File: src/hdl/rirc_pkg.sv
// package: constants for the reset and interrupt request controller
`default_nettype none
package rirc_pkg;
  localparam int unsigned CLK_MHZ = 250;
  // malfunction reset stretch, in main-clock periods
  localparam int unsigned MAL_RST_CYC = 24;
  // least external reset width, in main-clock periods
  localparam int unsigned EXT_RST_MIN_CYC = 12;
  localparam int unsigned NUM_LEVELS = 16;
  localparam logic [15:0] VEC_RESET = 16'hFFFE;
  localparam logic [15:0] VEC_SWI = 16'hFFFC;
  localparam logic [15:0] VEC_TRAP = 16'hFFFA;
  localparam logic [15:0] VEC_WDT = 16'hFFF8;
  localparam logic [15:0] VEC_LVL4 = 16'hFFF6;
  localparam int unsigned LVL_TRAP = 2;
  localparam int unsigned LVL_WDT = 3;
  localparam int unsigned LVL_FIRST_MASK = 4;
  localparam logic [15:0] SRC_EN_RST = 16'h0000;
  localparam logic [15:0] PEND_RST = 16'h0000;
  // register offsets on the plain register port
  localparam logic [3:0] ADR_EIR = 4'h0;
  localparam logic [3:0] ADR_PEND = 4'h1;
  localparam logic [3:0] ADR_CTRL = 4'h2;
  localparam logic [3:0] ADR_SYSC = 4'h3;
  localparam logic [3:0] ADR_STAT = 4'h4;
  localparam logic [3:0] ADR_TGEN = 4'h5;
  // control field positions in ADR_CTRL
  localparam int unsigned CTL_RAMTRAP = 0;
  localparam int unsigned CTL_TRAPOUT = 1;
  localparam int unsigned CTL_WDOGSEL = 2;
  localparam int unsigned CTL_WDTEN = 3;
  localparam int unsigned CTL_SEL14 = 4;
  localparam int unsigned CTL_SEL15 = 5;
  localparam int unsigned CTL_PINEN = 6;
  localparam logic [6:0] CTL_RST = 7'h0_00E;
  // system control three fields: high osc enable, low osc enable, clock select
  localparam int unsigned SYS_XEN = 0;
  localparam int unsigned SYS_XTEN = 1;
  localparam int unsigned SYS_SYSCK = 2;
  localparam logic [2:0] SYS_RST = 3'h1;
  typedef enum logic [1:0] {
    RIRC_RUN = 2'b00,
    RIRC_MALRST = 2'b01,
    RIRC_EXTRST = 2'b10
  } rirc_rst_state_t;
endpackage
`default_nettype wire

File: src/hdl/rirc_ctrl.sv
// reset generation and interrupt request control
// Behaviour
// - four reset sources, three are malfunction
// - malfunction reset held 24 clocks, pin low
// - power-up malfunction pulse may appear
// - external reset needs twelve clocks low; here any sampled low starts a reset of at least twelve clocks
// - after reset fetch vector at top
// - reset clears prescaler, watchdog left enabled
// - reset clears master, enables, latches
// - trap on fetch into protected areas
// - bad oscillator enable write gives reset
// - eighteen sources, two shared levels, four nonmaskable
// - request sets latch, latch asks acceptance
// - fixed priority, nesting, nonmaskables first
// - reset, software, trap, watchdog vectors
// - maskable levels descend from FFF6
// - maskable needs master and own enable
// - levels 14, 15 select their source
// - trap defaults to reset request
// - watchdog defaults to reset request
// - acceptance clears pending latch
// - acceptance stacks and clears master enable
`default_nettype none
module rirc_ctrl
  import rirc_pkg::*;
#(
  parameter int unsigned MAL_CYC = MAL_RST_CYC,
  parameter int unsigned EXT_CYC = EXT_RST_MIN_CYC,
  parameter logic [15:0] SPF_LO = 16'h0000,
  parameter logic [15:0] SPF_HI = 16'h003F,
  parameter logic [15:0] RAM_LO = 16'h0040,
  parameter logic [15:0] RAM_HI = 16'h083F,
  parameter logic [15:0] BUF_LO = 16'h0F80,
  parameter logic [15:0] BUF_HI = 16'h0FFF
) (
  input wire logic ref_clk_i,
  input wire logic rst_n_i,
  input wire logic reset_pin_i,
  output logic reset_pin_o,
  output logic reset_pin_oe_o,
  output logic core_rst_n_o,
  input wire logic [3:0] reg_addr_i,
  input wire logic [15:0] reg_wdata_i,
  input wire logic reg_wr_i,
  input wire logic reg_rd_i,
  output logic [15:0] reg_rdata_o,
  input wire logic fetch_i,
  input wire logic [15:0] fetch_addr_i,
  input wire logic wdt_event_i,
  input wire logic [15:4] src_req_i,
  input wire logic serial_transmit_source_i,
  input wire logic converter_done_source_i,
  input wire logic software_trap_source_i,
  input wire logic undefined_opcode_source_i,
  output logic irq_o,
  output logic [15:0] irq_vector_o,
  input wire logic irq_ack_i,
  input wire logic reti_i,
  input wire logic reti_mie_i,
  output logic stacked_mie_o,
  output logic [7:0] tgen_count_o
);
  logic master_irq_enable_r;
  logic [15:4] source_irq_enable_r;
  logic [15:2] pending_request_latch_r;
  logic [6:0] ctrl_r;
  logic [2:0] sysc_r;
  logic [2:0] sysc_nxt;
  logic stacked_mie_r;
  logic [7:0] tgen_r;
  rirc_rst_state_t state_r;
  logic [4:0] cnt_r;
  logic [2:0] cause_r;
  logic [15:0] rdata_r;
  logic pin_s;

  // the pin is sampled through two flops before the counter looks at it
  rirc_sync2 #(.INIT(1'b0)) u_pin_sync (
    .ref_clk_i(ref_clk_i),
    .rst_n_i(rst_n_i),
    .d_i(reset_pin_i),
    .q_o(pin_s)
  );

  wire logic ram_trap_select = ctrl_r[CTL_RAMTRAP];
  wire logic trap_output_select = ctrl_r[CTL_TRAPOUT];
  wire logic watchdog_output_select = ctrl_r[CTL_WDOGSEL];
  wire logic level14_source_select = ctrl_r[CTL_SEL14];
  wire logic level15_source_select = ctrl_r[CTL_SEL15];
  wire logic ext_input0_pin_enable = ctrl_r[CTL_PINEN];

  wire logic wr_eir = reg_wr_i && reg_addr_i == ADR_EIR;
  wire logic wr_pend = reg_wr_i && reg_addr_i == ADR_PEND;
  wire logic wr_ctl = reg_wr_i && reg_addr_i == ADR_CTRL;
  wire logic wr_sys = reg_wr_i && reg_addr_i == ADR_SYSC;

  // fetch into the special-function area, buffer region or guarded ram
  wire logic in_spf = fetch_addr_i >= SPF_LO && fetch_addr_i <= SPF_HI;
  wire logic in_buf = fetch_addr_i >= BUF_LO && fetch_addr_i <= BUF_HI;
  wire logic in_ram = fetch_addr_i >= RAM_LO && fetch_addr_i <= RAM_HI;
  wire logic trap_hit = fetch_i && (in_spf || in_buf || (in_ram && ram_trap_select));

  // oscillator enable writes that would leave the selected clock dead
  always_comb begin
    sysc_nxt = reg_wdata_i[2:0];
  end
  wire logic both_off = sysc_r[SYS_XEN] && sysc_r[SYS_XTEN]
      && !sysc_nxt[SYS_XEN] && !sysc_nxt[SYS_XTEN];
  wire logic hi_off = sysc_r[SYS_XEN] && !sysc_nxt[SYS_XEN] && !sysc_r[SYS_SYSCK];
  wire logic lo_off = sysc_r[SYS_XTEN] && !sysc_nxt[SYS_XTEN] && sysc_r[SYS_SYSCK];
  wire logic clk_fault = wr_sys && (both_off || hi_off || lo_off);

  wire logic trap_rst = trap_hit && trap_output_select;
  wire logic wdt_rst = wdt_event_i && watchdog_output_select;
  wire logic mal_req = trap_rst || wdt_rst || clk_fault;

  // shared levels only latch the selected source
  logic [15:4] lvl_req;
  always_comb begin
    lvl_req = src_req_i;
    lvl_req[14] = level14_source_select ? serial_transmit_source_i : src_req_i[14];
    lvl_req[15] = level15_source_select ? converter_done_source_i : src_req_i[15];
  end

  // both unlatched sources share one level and one vector
  wire logic nmi_soft = software_trap_source_i || undefined_opcode_source_i;

  // acceptance candidates: nonmaskables always, maskables gated
  logic [15:0] cand;
  always_comb begin
    cand = '0;
    cand[1] = nmi_soft;
    cand[LVL_TRAP] = pending_request_latch_r[LVL_TRAP];
    cand[LVL_WDT] = pending_request_latch_r[LVL_WDT];
    for (int i = LVL_FIRST_MASK; i < NUM_LEVELS; i++) begin
      cand[i] = master_irq_enable_r && source_irq_enable_r[i]
          && pending_request_latch_r[i];
    end
    cand[LVL_FIRST_MASK] = cand[LVL_FIRST_MASK] && ext_input0_pin_enable;
  end

  logic any_req;
  logic [3:0] win;
  rirc_prio #(.N(NUM_LEVELS)) u_prio (
    .req_i(cand),
    .any_o(any_req),
    .idx_o(win)
  );

  // level n at or above 4 maps to FFF6 minus twice (n - 4)
  logic [15:0] vec;
  always_comb begin
    case (win)
      4'd1: vec = VEC_SWI;
      4'd2: vec = VEC_TRAP;
      4'd3: vec = VEC_WDT;
      default: vec = VEC_LVL4 - {11'h000, win - 4'd4, 1'b0};
    endcase
  end
  assign irq_o = any_req && state_r == RIRC_RUN;
  assign irq_vector_o = (state_r == RIRC_RUN) ? vec : VEC_RESET;

  wire logic accept = irq_ack_i && irq_o;
  // core held and registers forced while any reset stretch runs
  wire logic in_reset = state_r != RIRC_RUN;

  // counter loads for the two reset stretches
  wire logic [4:0] mal_load = 5'(MAL_CYC - 1);
  wire logic [4:0] ext_load = 5'(EXT_CYC - 1);

  // reset sequencer: malfunction stretch, then wait for the pin
  always_ff @(posedge ref_clk_i or negedge rst_n_i) begin
    if (!rst_n_i) begin
      state_r <= RIRC_EXTRST;
      cnt_r <= '0;
    end else begin
      case (state_r)
        RIRC_RUN: begin
          if (mal_req) begin
            state_r <= RIRC_MALRST;
            cnt_r <= mal_load;
          end else if (!pin_s) begin
            state_r <= RIRC_EXTRST;
            cnt_r <= ext_load;
          end
        end
        RIRC_MALRST: begin
          if (cnt_r == 5'h0_0) begin
            state_r <= RIRC_EXTRST;
          end else begin
            cnt_r <= cnt_r - 5'h0_1;
          end
        end
        RIRC_EXTRST: begin
          if (cnt_r != 5'h0_0) begin
            cnt_r <= cnt_r - 5'h0_1;
          end else if (pin_s) begin
            state_r <= RIRC_RUN;
          end
        end
        default: state_r <= RIRC_EXTRST;
      endcase
    end
  end
  // the core is released only once the synchronised pin is high again
  assign core_rst_n_o = !in_reset;
  assign reset_pin_o = 1'b0;
  assign reset_pin_oe_o = state_r == RIRC_MALRST;

  // reset cause, read by software afterwards
  always_ff @(posedge ref_clk_i or negedge rst_n_i) begin
    if (!rst_n_i) begin
      cause_r <= '0;
    end else if (state_r == RIRC_RUN && mal_req) begin
      cause_r <= {clk_fault, wdt_rst, trap_rst};
    end
  end

  // master enable: acceptance clears it, return loads reti_mie_i
  always_ff @(posedge ref_clk_i or negedge rst_n_i) begin
    if (!rst_n_i) begin
      master_irq_enable_r <= 1'b0;
    end else if (in_reset) begin
      master_irq_enable_r <= 1'b0;
    end else if (accept) begin
      master_irq_enable_r <= 1'b0;
    end else if (reti_i) begin
      master_irq_enable_r <= reti_mie_i;
    end else if (wr_eir) begin
      master_irq_enable_r <= reg_wdata_i[0];
    end
  end

  always_ff @(posedge ref_clk_i or negedge rst_n_i) begin
    if (!rst_n_i) begin
      stacked_mie_r <= 1'b0;
    end else if (accept) begin
      stacked_mie_r <= master_irq_enable_r;
    end
  end

  always_ff @(posedge ref_clk_i or negedge rst_n_i) begin
    if (!rst_n_i) begin
      source_irq_enable_r <= SRC_EN_RST[15:4];
    end else if (in_reset) begin
      source_irq_enable_r <= SRC_EN_RST[15:4];
    end else if (wr_eir) begin
      source_irq_enable_r <= reg_wdata_i[15:4];
    end
  end

  // control defaults: trap and watchdog to reset request, watchdog on
  always_ff @(posedge ref_clk_i or negedge rst_n_i) begin
    if (!rst_n_i) begin
      ctrl_r <= CTL_RST;
    end else if (in_reset) begin
      ctrl_r <= CTL_RST;
    end else if (wr_ctl) begin
      ctrl_r <= reg_wdata_i[6:0];
    end
  end

  // a write that would stop the selected clock is not stored
  always_ff @(posedge ref_clk_i or negedge rst_n_i) begin
    if (!rst_n_i) begin
      sysc_r <= SYS_RST;
    end else if (in_reset) begin
      sysc_r <= SYS_RST;
    end else if (wr_sys && !clk_fault) begin
      sysc_r <= sysc_nxt;
    end
  end

  assign stacked_mie_o = stacked_mie_r;

  // pending latches: hardware set wins over software clear and acceptance
  logic [15:2] set_v;
  logic [15:2] clr_v;
  always_comb begin
    set_v = '0;
    set_v[15:4] = lvl_req;
    set_v[LVL_TRAP] = trap_hit && !trap_output_select;
    set_v[LVL_WDT] = wdt_event_i && !watchdog_output_select;
    clr_v = '0;
    if (wr_pend) begin
      clr_v = ~reg_wdata_i[15:2];
    end
    if (accept && win >= 4'd2) begin
      clr_v[win] = 1'b1;
    end
  end
  always_ff @(posedge ref_clk_i or negedge rst_n_i) begin
    if (!rst_n_i) begin
      pending_request_latch_r <= PEND_RST[15:2];
    end else if (in_reset) begin
      pending_request_latch_r <= PEND_RST[15:2];
    end else begin
      pending_request_latch_r <= (pending_request_latch_r & ~clr_v) | set_v;
    end
  end

  // timing generator prescaler, zeroed by reset
  wire logic [7:0] tgen_nxt = tgen_r + 8'h01;
  always_ff @(posedge ref_clk_i or negedge rst_n_i) begin
    if (!rst_n_i) begin
      tgen_r <= '0;
    end else if (in_reset) begin
      tgen_r <= '0;
    end else begin
      tgen_r <= tgen_nxt;
    end
  end
  assign tgen_count_o = tgen_r;

  // read port: data stand one cycle after the strobe, only then
  logic [15:0] rd_mux;
  always_comb begin
    case (reg_addr_i)
      ADR_EIR: rd_mux = {source_irq_enable_r, 3'b000, master_irq_enable_r};
      ADR_PEND: rd_mux = {pending_request_latch_r, 2'b00};
      ADR_CTRL: rd_mux = {9'h000, ctrl_r};
      ADR_SYSC: rd_mux = {13'h0000, sysc_r};
      ADR_STAT: rd_mux = {11'h000, win, any_req};
      ADR_TGEN: rd_mux = {8'h00, tgen_r};
      default: rd_mux = 16'h0000;
    endcase
  end

  // cause bits overlay the low status bits on a status read
  wire logic rd_stat = reg_addr_i == ADR_STAT;
  wire logic [15:0] cause_ovl = {13'h0000, cause_r & {3{rd_stat}}};
  wire logic [15:0] rd_word = rd_mux | cause_ovl;
  always_ff @(posedge ref_clk_i or negedge rst_n_i) begin
    if (!rst_n_i) begin
      rdata_r <= '0;
    end else begin
      rdata_r <= reg_rd_i ? rd_word : 16'h0000;
    end
  end
  assign reg_rdata_o = rdata_r;
endmodule // rirc_ctrl
`default_nettype wire

File: src/hdl/rirc_prio.sv
// finds the lowest-numbered request level and whether any request stands
`default_nettype none
module rirc_prio #(
  parameter int unsigned N = 16
) (
  input wire logic [N-1:0] req_i,
  output logic any_o,
  output logic [3:0] idx_o
);
  always_comb begin
    any_o = 1'b0;
    idx_o = 4'h0;
    for (int i = N - 1; i >= 0; i--) begin
      if (req_i[i]) begin
        any_o = 1'b1;
        idx_o = 4'(i);
      end
    end
  end
endmodule // rirc_prio

File: src/hdl/rirc_sync2.sv
// two-flop synchroniser for an outside level
`default_nettype none
module rirc_sync2 #(
  parameter logic INIT = 1'b0
) (
  input wire logic ref_clk_i,
  input wire logic rst_n_i,
  input wire logic d_i,
  output logic q_o
);
  logic meta_r;
  always_ff @(posedge ref_clk_i or negedge rst_n_i) begin
    if (!rst_n_i) begin
      meta_r <= INIT;
      q_o <= INIT;
    end else begin
      meta_r <= d_i;
      q_o <= meta_r;
    end
  end
endmodule // rirc_sync2

File: config.mk
export PLATFORM = sky130hd
export DESIGN_NAME = rirc_ctrl
export DESIGN_NICKNAME = d
export VERILOG_FILES = /design/src/hdl/rirc_pkg.sv /design/src/hdl/rirc_ctrl.sv /design/src/hdl/rirc_prio.sv /design/src/hdl/rirc_sync2.sv
export SDC_FILE = /design/constraint.sdc
export NUM_CORES = 1
export LEC_CHECK = 0
export BUFFER_PORTS_ARGS = -buffer_cell sky130_fd_sc_hd__buf_4
export CORE_MARGIN = 2
export CORE_UTILIZATION = 53
export CTS_CLUSTER_DIAMETER = 40
export DETAILED_ROUTE_END_ITERATION = 6
export PLACE_DENSITY = 0.86
export SYNTH_ARGS = -nofsm -noshare
export SYNTH_HDL_FRONTEND = slang
export SYNTH_SLANG_ARGS = --single-unit
File: constraint.sdc
create_clock -name ref_clk_i -period 2.45 [get_ports ref_clk_i]
set_input_delay 0.3675 -clock ref_clk_i [delete_from_list [all_inputs] [get_ports ref_clk_i]]
set_output_delay 0.3675 -clock ref_clk_i [all_outputs]
set_load 0.01 [all_outputs]
==> results of run 1 <==
-- routing by layer --
layer  wire length (um)  track usage [%]
met1               4650             36.3
met2               5800             47.5
met3               1010             6.66
met4                242             10.2
met5                  0                0
-- metrics by stage --
step / worst slack, ns / TNS [ns]
finish: -0.0986 / -0.130
global route: -0.151 / -0.416
CTS: -0.0623 / -0.0623
detailed placement: 0.222 / 0
global placement: 0.279 / 0
floorplan: 0.326 / 0
-- power breakdown --
part	leakage, uW	total, uW	switching, uW	internal (uW)
Sequential	0.000979	1640	218	1420
Clock	0.0000891	860	468	392
Combinational	0.00124	1330	759	566
Total	0.00231	3830	1450	2380
-- sequential cells by signal, indices dropped and copies added, names as in the netlist --
| name | count |
|---|---|
| ctrl_r | 7 |
| cause_r | 3 |
| state_r | 2 |
| sysc_r | 3 |
| u_pin_sync.meta_r | 1 |
| tgen_count_o | 8 |
| cnt_r | 5 |
| reg_rdata_o | 16 |
| u_pin_sync.q_o | 1 |
| stacked_mie_o | 1 |
| master_irq_enable_r | 1 |
| pending_request_latch_r | 14 |
| source_irq_enable_r | 12 |
-- cells by family (layout without fill, tap and decap cells) --
kind of cell,after synthesis,count (layout),synth area share (%)
other,2,12,0.183
adder cells (fa/ha/maj),7,7,2.13
flip-flops,74,74,45.2
AO/OA/AOI/OAI,136,136,22.4
buffers and inverters,41,136,5.05
XOR/XNOR,6,6,1.28
AND/OR/NAND/NOR,185,185,22.0
multiplexers,7,7,1.83
-- timing repair --
action	4_1_cts	5_1_grt
setup buffers	3	1
pin swaps	5	1
resized for setup	4	3
setup endpoints to repair	3	5
-- how the worst max path moves through the flow --
stage / slack, ns / to / depth (start not counted)
global placement: 0.28 / irq_vector_o[5] / 7
detailed placement: 0.22 / irq_vector_o[5] / 7
floorplan: 0.33 / cnt_r[3] / 7
finish: -0.1 / irq_vector_o[5] / 7
global route: -0.15 / irq_vector_o[5] / 7
CTS: -0.06 / irq_vector_o[5] / 7
-- critical path: stages, from the launching register on --
cell and delay (ns):
dfrtp_1 0.41, a22o_1 0.28, nor3b_4 0.17, o311ai_4 0.32
nand2_2 0.12, o31ai_2 0.21, nand3_1 0.12, buf_4 0.18
-- area by class of cell --
cell class                 count  area (um^2)  area share, %
sequential                    74         1860           36.1
tap                          102          128           2.48
inverter                      11         41.3          0.801
clock buffer                  11          141           2.74
timing repair buffer         109          835           16.2
clock inverter                 5         31.3          0.607
multi-input combinational    353         2120           41.1
-- cells in the mapped netlist (all sizes together) (3+ instances only) --
master / n / area, um^2
nor3b: 3 / 27.5
o21ai: 24 / 120
o22ai: 5 / 31.3
a22oi: 15 / 118
buf: 14 / 106
nand2: 81 / 304
a22o: 7 / 61.3
nand4: 3 / 18.8
o21a: 11 / 83.8
nand3: 24 / 120
mux2i: 6 / 60.1
and3: 4 / 30.0
nor4: 5 / 43.8
clkbuf: 16 / 60.1
ha: 7 / 87.6
a31oi: 8 / 50.1
xor2: 4 / 35.0
o211ai: 7 / 52.6
nor4b: 4 / 47.6
a222oi: 4 / 40.0
a21oi: 33 / 165
dfstp: 5 / 131
nor2: 37 / 139
inv: 11 / 41.3
or3: 3 / 23.8
dfrtp: 69 / 1730
and2: 4 / 25.0
nor3: 6 / 30.0
==> results.cfg, run 1 <==
[min_path]
hold_path_end = u_pin_sync.meta_r
hp-class = input pin to register
hold_path.startpoint = reset_pin_i
hold_depth = 1

[grt]
grt_pass1_wl_mm = 19.2
antenna_found_initial = 0
grt_overflow = 0
grt_max_degree = 75
grt_usage_pct = 28.5
grt_pass1_vias = 4024

[placed_design]
io_buffers = 88
gp_congestion = 0.925
hpwl_mm = 8.31
placed_area_um2 = 4910
placedCellCount = 645

[clocking]
clkTransAtPathRegs_ns = 0.08
cts_tree = done
clk_path_buf_depth = 2
cts_made_buffers = 9
cts.sinks = 74
ctsRootBufferMaster = clkbuf_8
cts_hold_buffers = 0
h-tree-depth = 3
clk_latency_ns = 0.36

[power]
cellLeakagePower_uw = 0.00231
peakVddDrop_mv = 0.534
total_power_uw = 3830
powerDensity_nw_per_um2 = 743

[sta]
final-setup-viol-count = 2
fin_skew_ns = 0.0152
fin_crit_ns = 2.55
rsz0062_at_grt = true
fmax_ghz = 0.392
worstMarginPinSlew_ns = 0.934
final_max_slew_viol_count = 0
finalWorstSetupSlack_ns = -0.0986
hold_slack_ns = 0.119
hold_violations = 0
period_share_pct = 104
relSlewSlack_pct = 37.7

[final_layout]
stdcell_count = 665
area_growth_pct = 25.3
n_fill_cell = 612
finalNetCount = 627
drive_above_1_share_pct = 26.6
final_common_cell = buf_4
fin_area_um2 = 5150
layout_common_cells = 107 x buf_4, 80 x nand2_1, 69 x dfrtp_1
final_util_pct = 67.7
diodes = 0

[floorplan]
design.core.area_um2 = 7610
die_width_um = 92.1
rows = 32
start_util_pct = 54.0
die_y_um = 92.1
design.die.area_um2 = 8480
io_pins = 107

[outcome]
status = finished with violations
violations = setup timing

[setup_path]
startpoint = source_irq_enable_r[14]
reg2reg_setup_slack_ns = 0.14
end_kind = output pin
rr_worst_depth = 6
worstPathRequired_ns = 2.08
worstReg2RegStart = state_r[0]
r2r-end = pending_request_latch_r[15]
critPathLaunchType = register
worst-endpoint-arrival_ns = 2.18
crit_fanout = 3
crit_type = register to output pin

[yosys]
synth_edf_count = 0
syn_area_um2 = 4110
synth_cell_types = 69
ys_seq_area_share_pct = 45.2
synth_area_per_cell_um2 = 8.98
ys.flop_type = dfrtp_1
async_flop_share_pct = 100
synth_warnings = 0
synthCells = 458
ys_ff_latch = 74

[route]
wl_mm = 11.7
num_vias = 4093
wl_per_cell_um = 17.6
drt-vias-per-instance = 6.15
postRouteAntennaNets = 0
drtPass1Iterations = 6
route.detailed.drc = 0
dr.first_iter.drc_count = 434

[run]
cap_violations = 0
No activity file was read; power rests on OpenSTA's default activity.
==> run 2: changes to the inputs <==
Settings changed: SYNTH_HIERARCHICAL from default to 1.
==> results.cfg, run 2 <==
[clocking]
clk_path_buf_depth = 2
clk_latency_ns = 0.36
cts_made_buffers = 9
cts.sinks = 74
cts_hold_buffers = 0
clkTransAtPathRegs_ns = 0.08
h-tree-depth = 3
ctsRootBufferMaster = clkbuf_8
cts_tree = done

[setup_path]
critPathLaunchType = register
worstPathRequired_ns = 2.08
worst-endpoint-arrival_ns = 2.43
end_kind = output pin
crit_type = register to output pin
crit_fanout = 7

[grt]
grt_overflow = 0
grt_max_degree = 75
grt_usage_pct = 29.5
grt_pass1_wl_mm = 19.6
grt_pass1_vias = 3999
antenna_found_initial = 0

[yosys]
ys_ff_latch = 74
synth_warnings = 6
ys.flop_type = dfrtp_1
async_flop_share_pct = 100
synth_cell_types = 53
synth_edf_count = 0
synth_top_area_share_pct = 41.7
synth_area_per_cell_um2 = 9.10
synthCells = 455
yosys-top-cells-count = 69 x dfrtp_1, 67 x nand2_1, 32 x nor2_1, 24 x nand3_1, 20 x a21boi_0
synth.area.top_cells = dfrtp_1 42%, nand2_1 6.1%, a21boi_0 3.6%
ys_seq_area_share_pct = 44.9
syn_area_um2 = 4140
post-synth-top-count-cell = dfrtp_1
yosys.area.top_type = dfrtp_1

[final_layout]
n_fill_cell = 560
stdcell_count = 683
layout_common_cells = 123 x buf_4, 69 x dfrtp_1, 67 x nand2_1
diodes = 0
largest_reg_flops = 16
ff_latch_area_um2 = 1860
drive_above_1_share_pct = 32.7
finalNetCount = 650
final_util_pct = 73.2
final_common_cell = buf_4
area_growth_pct = 35.2
multi_input_area_um2 = 2300

[outcome]
status = finished with violations
violations = setup timing

[sta]
finalWorstSetupSlack_ns = -0.347
hold_violations = 0
tns_ns = -2.23
rsz0062_at_grt = true
fin_skew_ns = 0.00442
fin_crit_ns = 2.80
period_share_pct = 114
worstMarginPinSlew_ns = 0.921
final-setup-viol-count = 20
fmax_ghz = 0.358
final_max_slew_viol_count = 0
relSlewSlack_pct = 38.6
hold_slack_ns = 0.112

[floorplan]
io_pins = 107
die_width_um = 92.4
start_util_pct = 54.1
design.core.area_um2 = 7650
rows = 32
design.die.area_um2 = 8530
die_y_um = 92.4

[route]
wl_mm = 12.3
route.detailed.drc = 0
postRouteAntennaNets = 0
wl_per_cell_um = 18.0
drt-vias-per-instance = 6.05
num_vias = 4132
dr.first_iter.drc_count = 358
drtPass1Iterations = 6

[power]
cellLeakagePower_uw = 0.00260
powerDensity_nw_per_um2 = 709
peakVddDrop_mv = 0.646

[placed_design]
hpwl_mm = 8.48
gp_congestion = 0.946
placedCellCount = 662
io_buffers = 88
place_ws_ns = -0.114

[run]
cap_violations = 0

[min_path]
hp-class = input pin to register
==> run 2: worst max-delay path: stages, from the launching register on <==
cell and delay [ns]:
dfrtp_1 0.41, buf_6 0.15, and3_2 0.27, o311a_2 0.43
o22ai_4 0.24, nand2b_4 0.18, o21ai_2 0.05, mux2i_1 0.13
nand2_1 0.09, buf_6 0.13
==> run 2: power breakdown <==
part	leakage (uW)	switching (uW)	internal [uW]	total (uW)
Sequential	0.000984	171	1420	1590
Clock	0.000121	474	708	1180
Combinational	0.00150	649	549	1200
Total	0.00260	1290	2680	3970
==> run 2: logic make-up (layout without fill, tap and decap cells) <==
kind of cell | Yosys count | count (layout) | synth area share [%]
xor gates and xnor gates | 6 | 6 | 1.27
DFF | 74 | 74 | 44.9
buffers and inverters | 47 | 160 | 5.44
AOI/OAI and AO/OA | 122 | 122 | 20.2
other | 2 | 15 | 0.181
muxes | 8 | 8 | 1.96
and+or+nand+nor | 184 | 184 | 22.4
adders and majority gates | 12 | 12 | 3.63
==> run 2: area by class of cell <==
class | count | share of cell area, %
clock buffers | 12 | 2.59
clock inverters | 4 | 1.77
inverters | 14 | 0.939
multi-input cells | 347 | 41.2
flip-flops and latches | 74 | 33.2
well taps | 102 | 2.28
repair buffers | 130 | 18.1
==> run 2: timing repair <==
action,CTS,global route
resized for setup,18,20
endpoints found under the setup margin,20,23
pin swaps,10,14
hold endpoints to repair,0,0
buffers inserted,6,0
==> run 2: final timing paths <==
path	start	endpoint	slack (ns)	depth (start not counted)
min	reset_pin_i	u_pin_sync/meta_r	0.11	1
max	master_irq_enable_r	irq_vector_o[4]	-0.35	9
max in group asynchronous	rst_n_i	ctrl_r[4]	1.71	1
max reg2reg	master_irq_enable_r	pending_request_latch_r[15]	-0.14	13
min in group asynchronous	rst_n_i	reg_rdata_o[4]	0.14	1
min reg2reg	u_pin_sync/meta_r	u_pin_sync/q_o	0.36	0
==> run 2: per-layer routing <==
layer / part of all wire, % / wire, um / global-route usage (%)
met3: 8.6 / 1060 / 5.13
met1: 38 / 4660 / 38.1
met5: 0 / 0 / 0
met4: 2.9 / 353 / 12.7
met2: 51 / 6240 / 49.0
==> run 2: metrics by stage <==
stage | total power [uW] | area (um^2)
3_5_place_dp | 2740 | 5140
4_1_cts | 3930 | 5520
2_1_floorplan | 2300 | 4250
3_3_place_gp | 2670 | 5140
6_report | 3970 | 5600
5_1_grt | 4180 | 5600
==> run 3: changes to the inputs <==
Settings changed: MAX_ROUTING_LAYER from default to met4, RECOVER_POWER from default to 100, TNS_END_PERCENT from default to 1.
==> results.cfg, run 3 (same netlist as run 2, synthesis figures left out) <==
[route]
route.detailed.drc = 0
postRouteAntennaNets = 0
drtPass1Iterations = 5
drt-vias-per-instance = 5.84
dr.first_iter.drc_count = 310
wl_mm = 12.0
num_vias = 4020
wl_per_cell_um = 17.4

[power]
powerDensity_nw_per_um2 = 694
peakVddDrop_mv = 0.605
cellLeakagePower_uw = 0.00247

[clocking]
clk_path_buf_depth = 2
clkTransAtPathRegs_ns = 0.08
clk_latency_ns = 0.35
h-tree-depth = 3
ctsRootBufferMaster = clkbuf_8
cts_hold_buffers = 0
cts_tree = done
cts.sinks = 74
cts_made_buffers = 9

[final_layout]
diodes = 0
area_growth_pct = 31.3
drive_above_1_share_pct = 26.6
layout_common_cells = 94 x buf_4, 68 x dfrtp_1, 67 x nand2_1
finalNetCount = 655
n_fill_cell = 610
final_common_cell = buf_4
fin_area_um2 = 5430
largest_reg_flops = 16
stdcell_count = 688

[placed_design]
placed_area_um2 = 5100
hpwl_mm = 8.21
placedCellCount = 660
place_ws_ns = -0.261
gp_congestion = 0.951
io_buffers = 88

[setup_path]
critPathLaunchType = register
crit_fanout = 7
crit_type = register to output pin
worst-endpoint-arrival_ns = 2.50
worstPathRequired_ns = 2.08
end_kind = output pin

[floorplan]
io_pins = 107
rows = 32
design.core.area_um2 = 7650
start_util_pct = 54.1
die_y_um = 92.4
die_width_um = 92.4
design.die.area_um2 = 8530

[grt]
antenna_found_initial = 0
grt_pass1_wl_mm = 19.3
grt_usage_pct = 29.7
grt_max_degree = 75
grt_pass1_vias = 3963
grt_overflow = 0

[sta]
fmax_ghz = 0.349
final-setup-viol-count = 21
fin_skew_ns = 0.00928
tns_ns = -4.25
finalWorstSetupSlack_ns = -0.414
worstMarginPinSlew_ns = 1.78
relSlewSlack_pct = -18.8
period_share_pct = 117
final_max_slew_viol_count = 75
hold_violations = 0
hold_slack_ns = 0.141
rsz0062_at_grt = true
fin_crit_ns = 2.86

[outcome]
violations = capacitance limit, slew limit, setup timing
status = finished with violations

[min_path]
hp-class = input pin to register

[run]
cap_violations = 1
[run 3: cell types whose count changed in the layout (fill, tap and decap cells not counted), sizes merged]
cell      previous run  this run
clkbuf              12        45
clkinvlp             0         1
bufinv               3         2
clkinv               1         2
buf                130       101
[run 3: path summary, 6_finish.rpt]
| path | startpoint | endpoint | slack, ns | cells after the start |
|---|---|---|---|---|
| setup / recovery | master_irq_enable_r | irq_vector_o[4] | -0.41 | 10 |
| hold / removal | reset_pin_i | u_pin_sync/meta_r | 0.14 | 1 |
| setup reg to reg | master_irq_enable_r | pending_request_latch_r[11] | -0.20 | 13 |
| hold reg to reg | u_pin_sync/meta_r | u_pin_sync/q_o | 0.36 | 0 |
| max in group asynchronous | rst_n_i | master_irq_enable_r | 0.78 | 1 |
| min in group asynchronous | rst_n_i | reg_rdata_o[7] | 0.50 | 1 |
[run 3: cell type report]
cell class	instances	area (um^2)	area share [%]
sequential	74	1860	34.2
clock buffer	11	141	2.60
multi-input combinational	347	2250	41.5
tap	102	128	2.35
clock inverter	5	77.6	1.43
timing repair buffer	135	918	16.9
inverter	14	55.1	1.01
[run 3: critical path: stages (launching register included)]
cell,delay (ns)
dfrtp_2,0.44
buf_6,0.14
and3_4,0.20
nor4_4,0.31
nor3b_4,0.27
inv_2,0.10
ha_4,0.28
o21ai_2,0.05
mux2i_1,0.13
nand2_1,0.09
buf_6,0.13
[run 3: per-stage QoR]
| step | utilization [%] | power (uW) |
|---|---|---|
| after floorplan | - | 2290 |
| after global placement | 66.7 | 2650 |
| after detailed placement | 66.7 | 2710 |
| after CTS | 71.7 | 3790 |
| after global routing | 71.1 | 3970 |
| final | 71.1 | 3770 |
[run 3: layer usage]
layer,track usage (%),share of wire [%],vias up,wire [um]
li1,-,-,1853,-
met1,36.7,39,1926,4670
met5,-,0,-,0
met2,48.9,51,211,6050
met4,10.1,2.8,0,329
met3,6.10,7.5,30,901
[run 3: timing repair]
item                                    CTS  global route
setup buffers                             9             3
endpoints found under the setup margin   22            23
pin swaps                                 9             8
gates resized for setup                  23            12
[run 3: report_power, final]
| group | switching [uW] | internal [uW] |
|---|---|---|
| Combinational | 624 | 509 |
| Sequential | 168 | 1420 |
| Clock | 454 | 598 |
| Total | 1250 | 2530 |
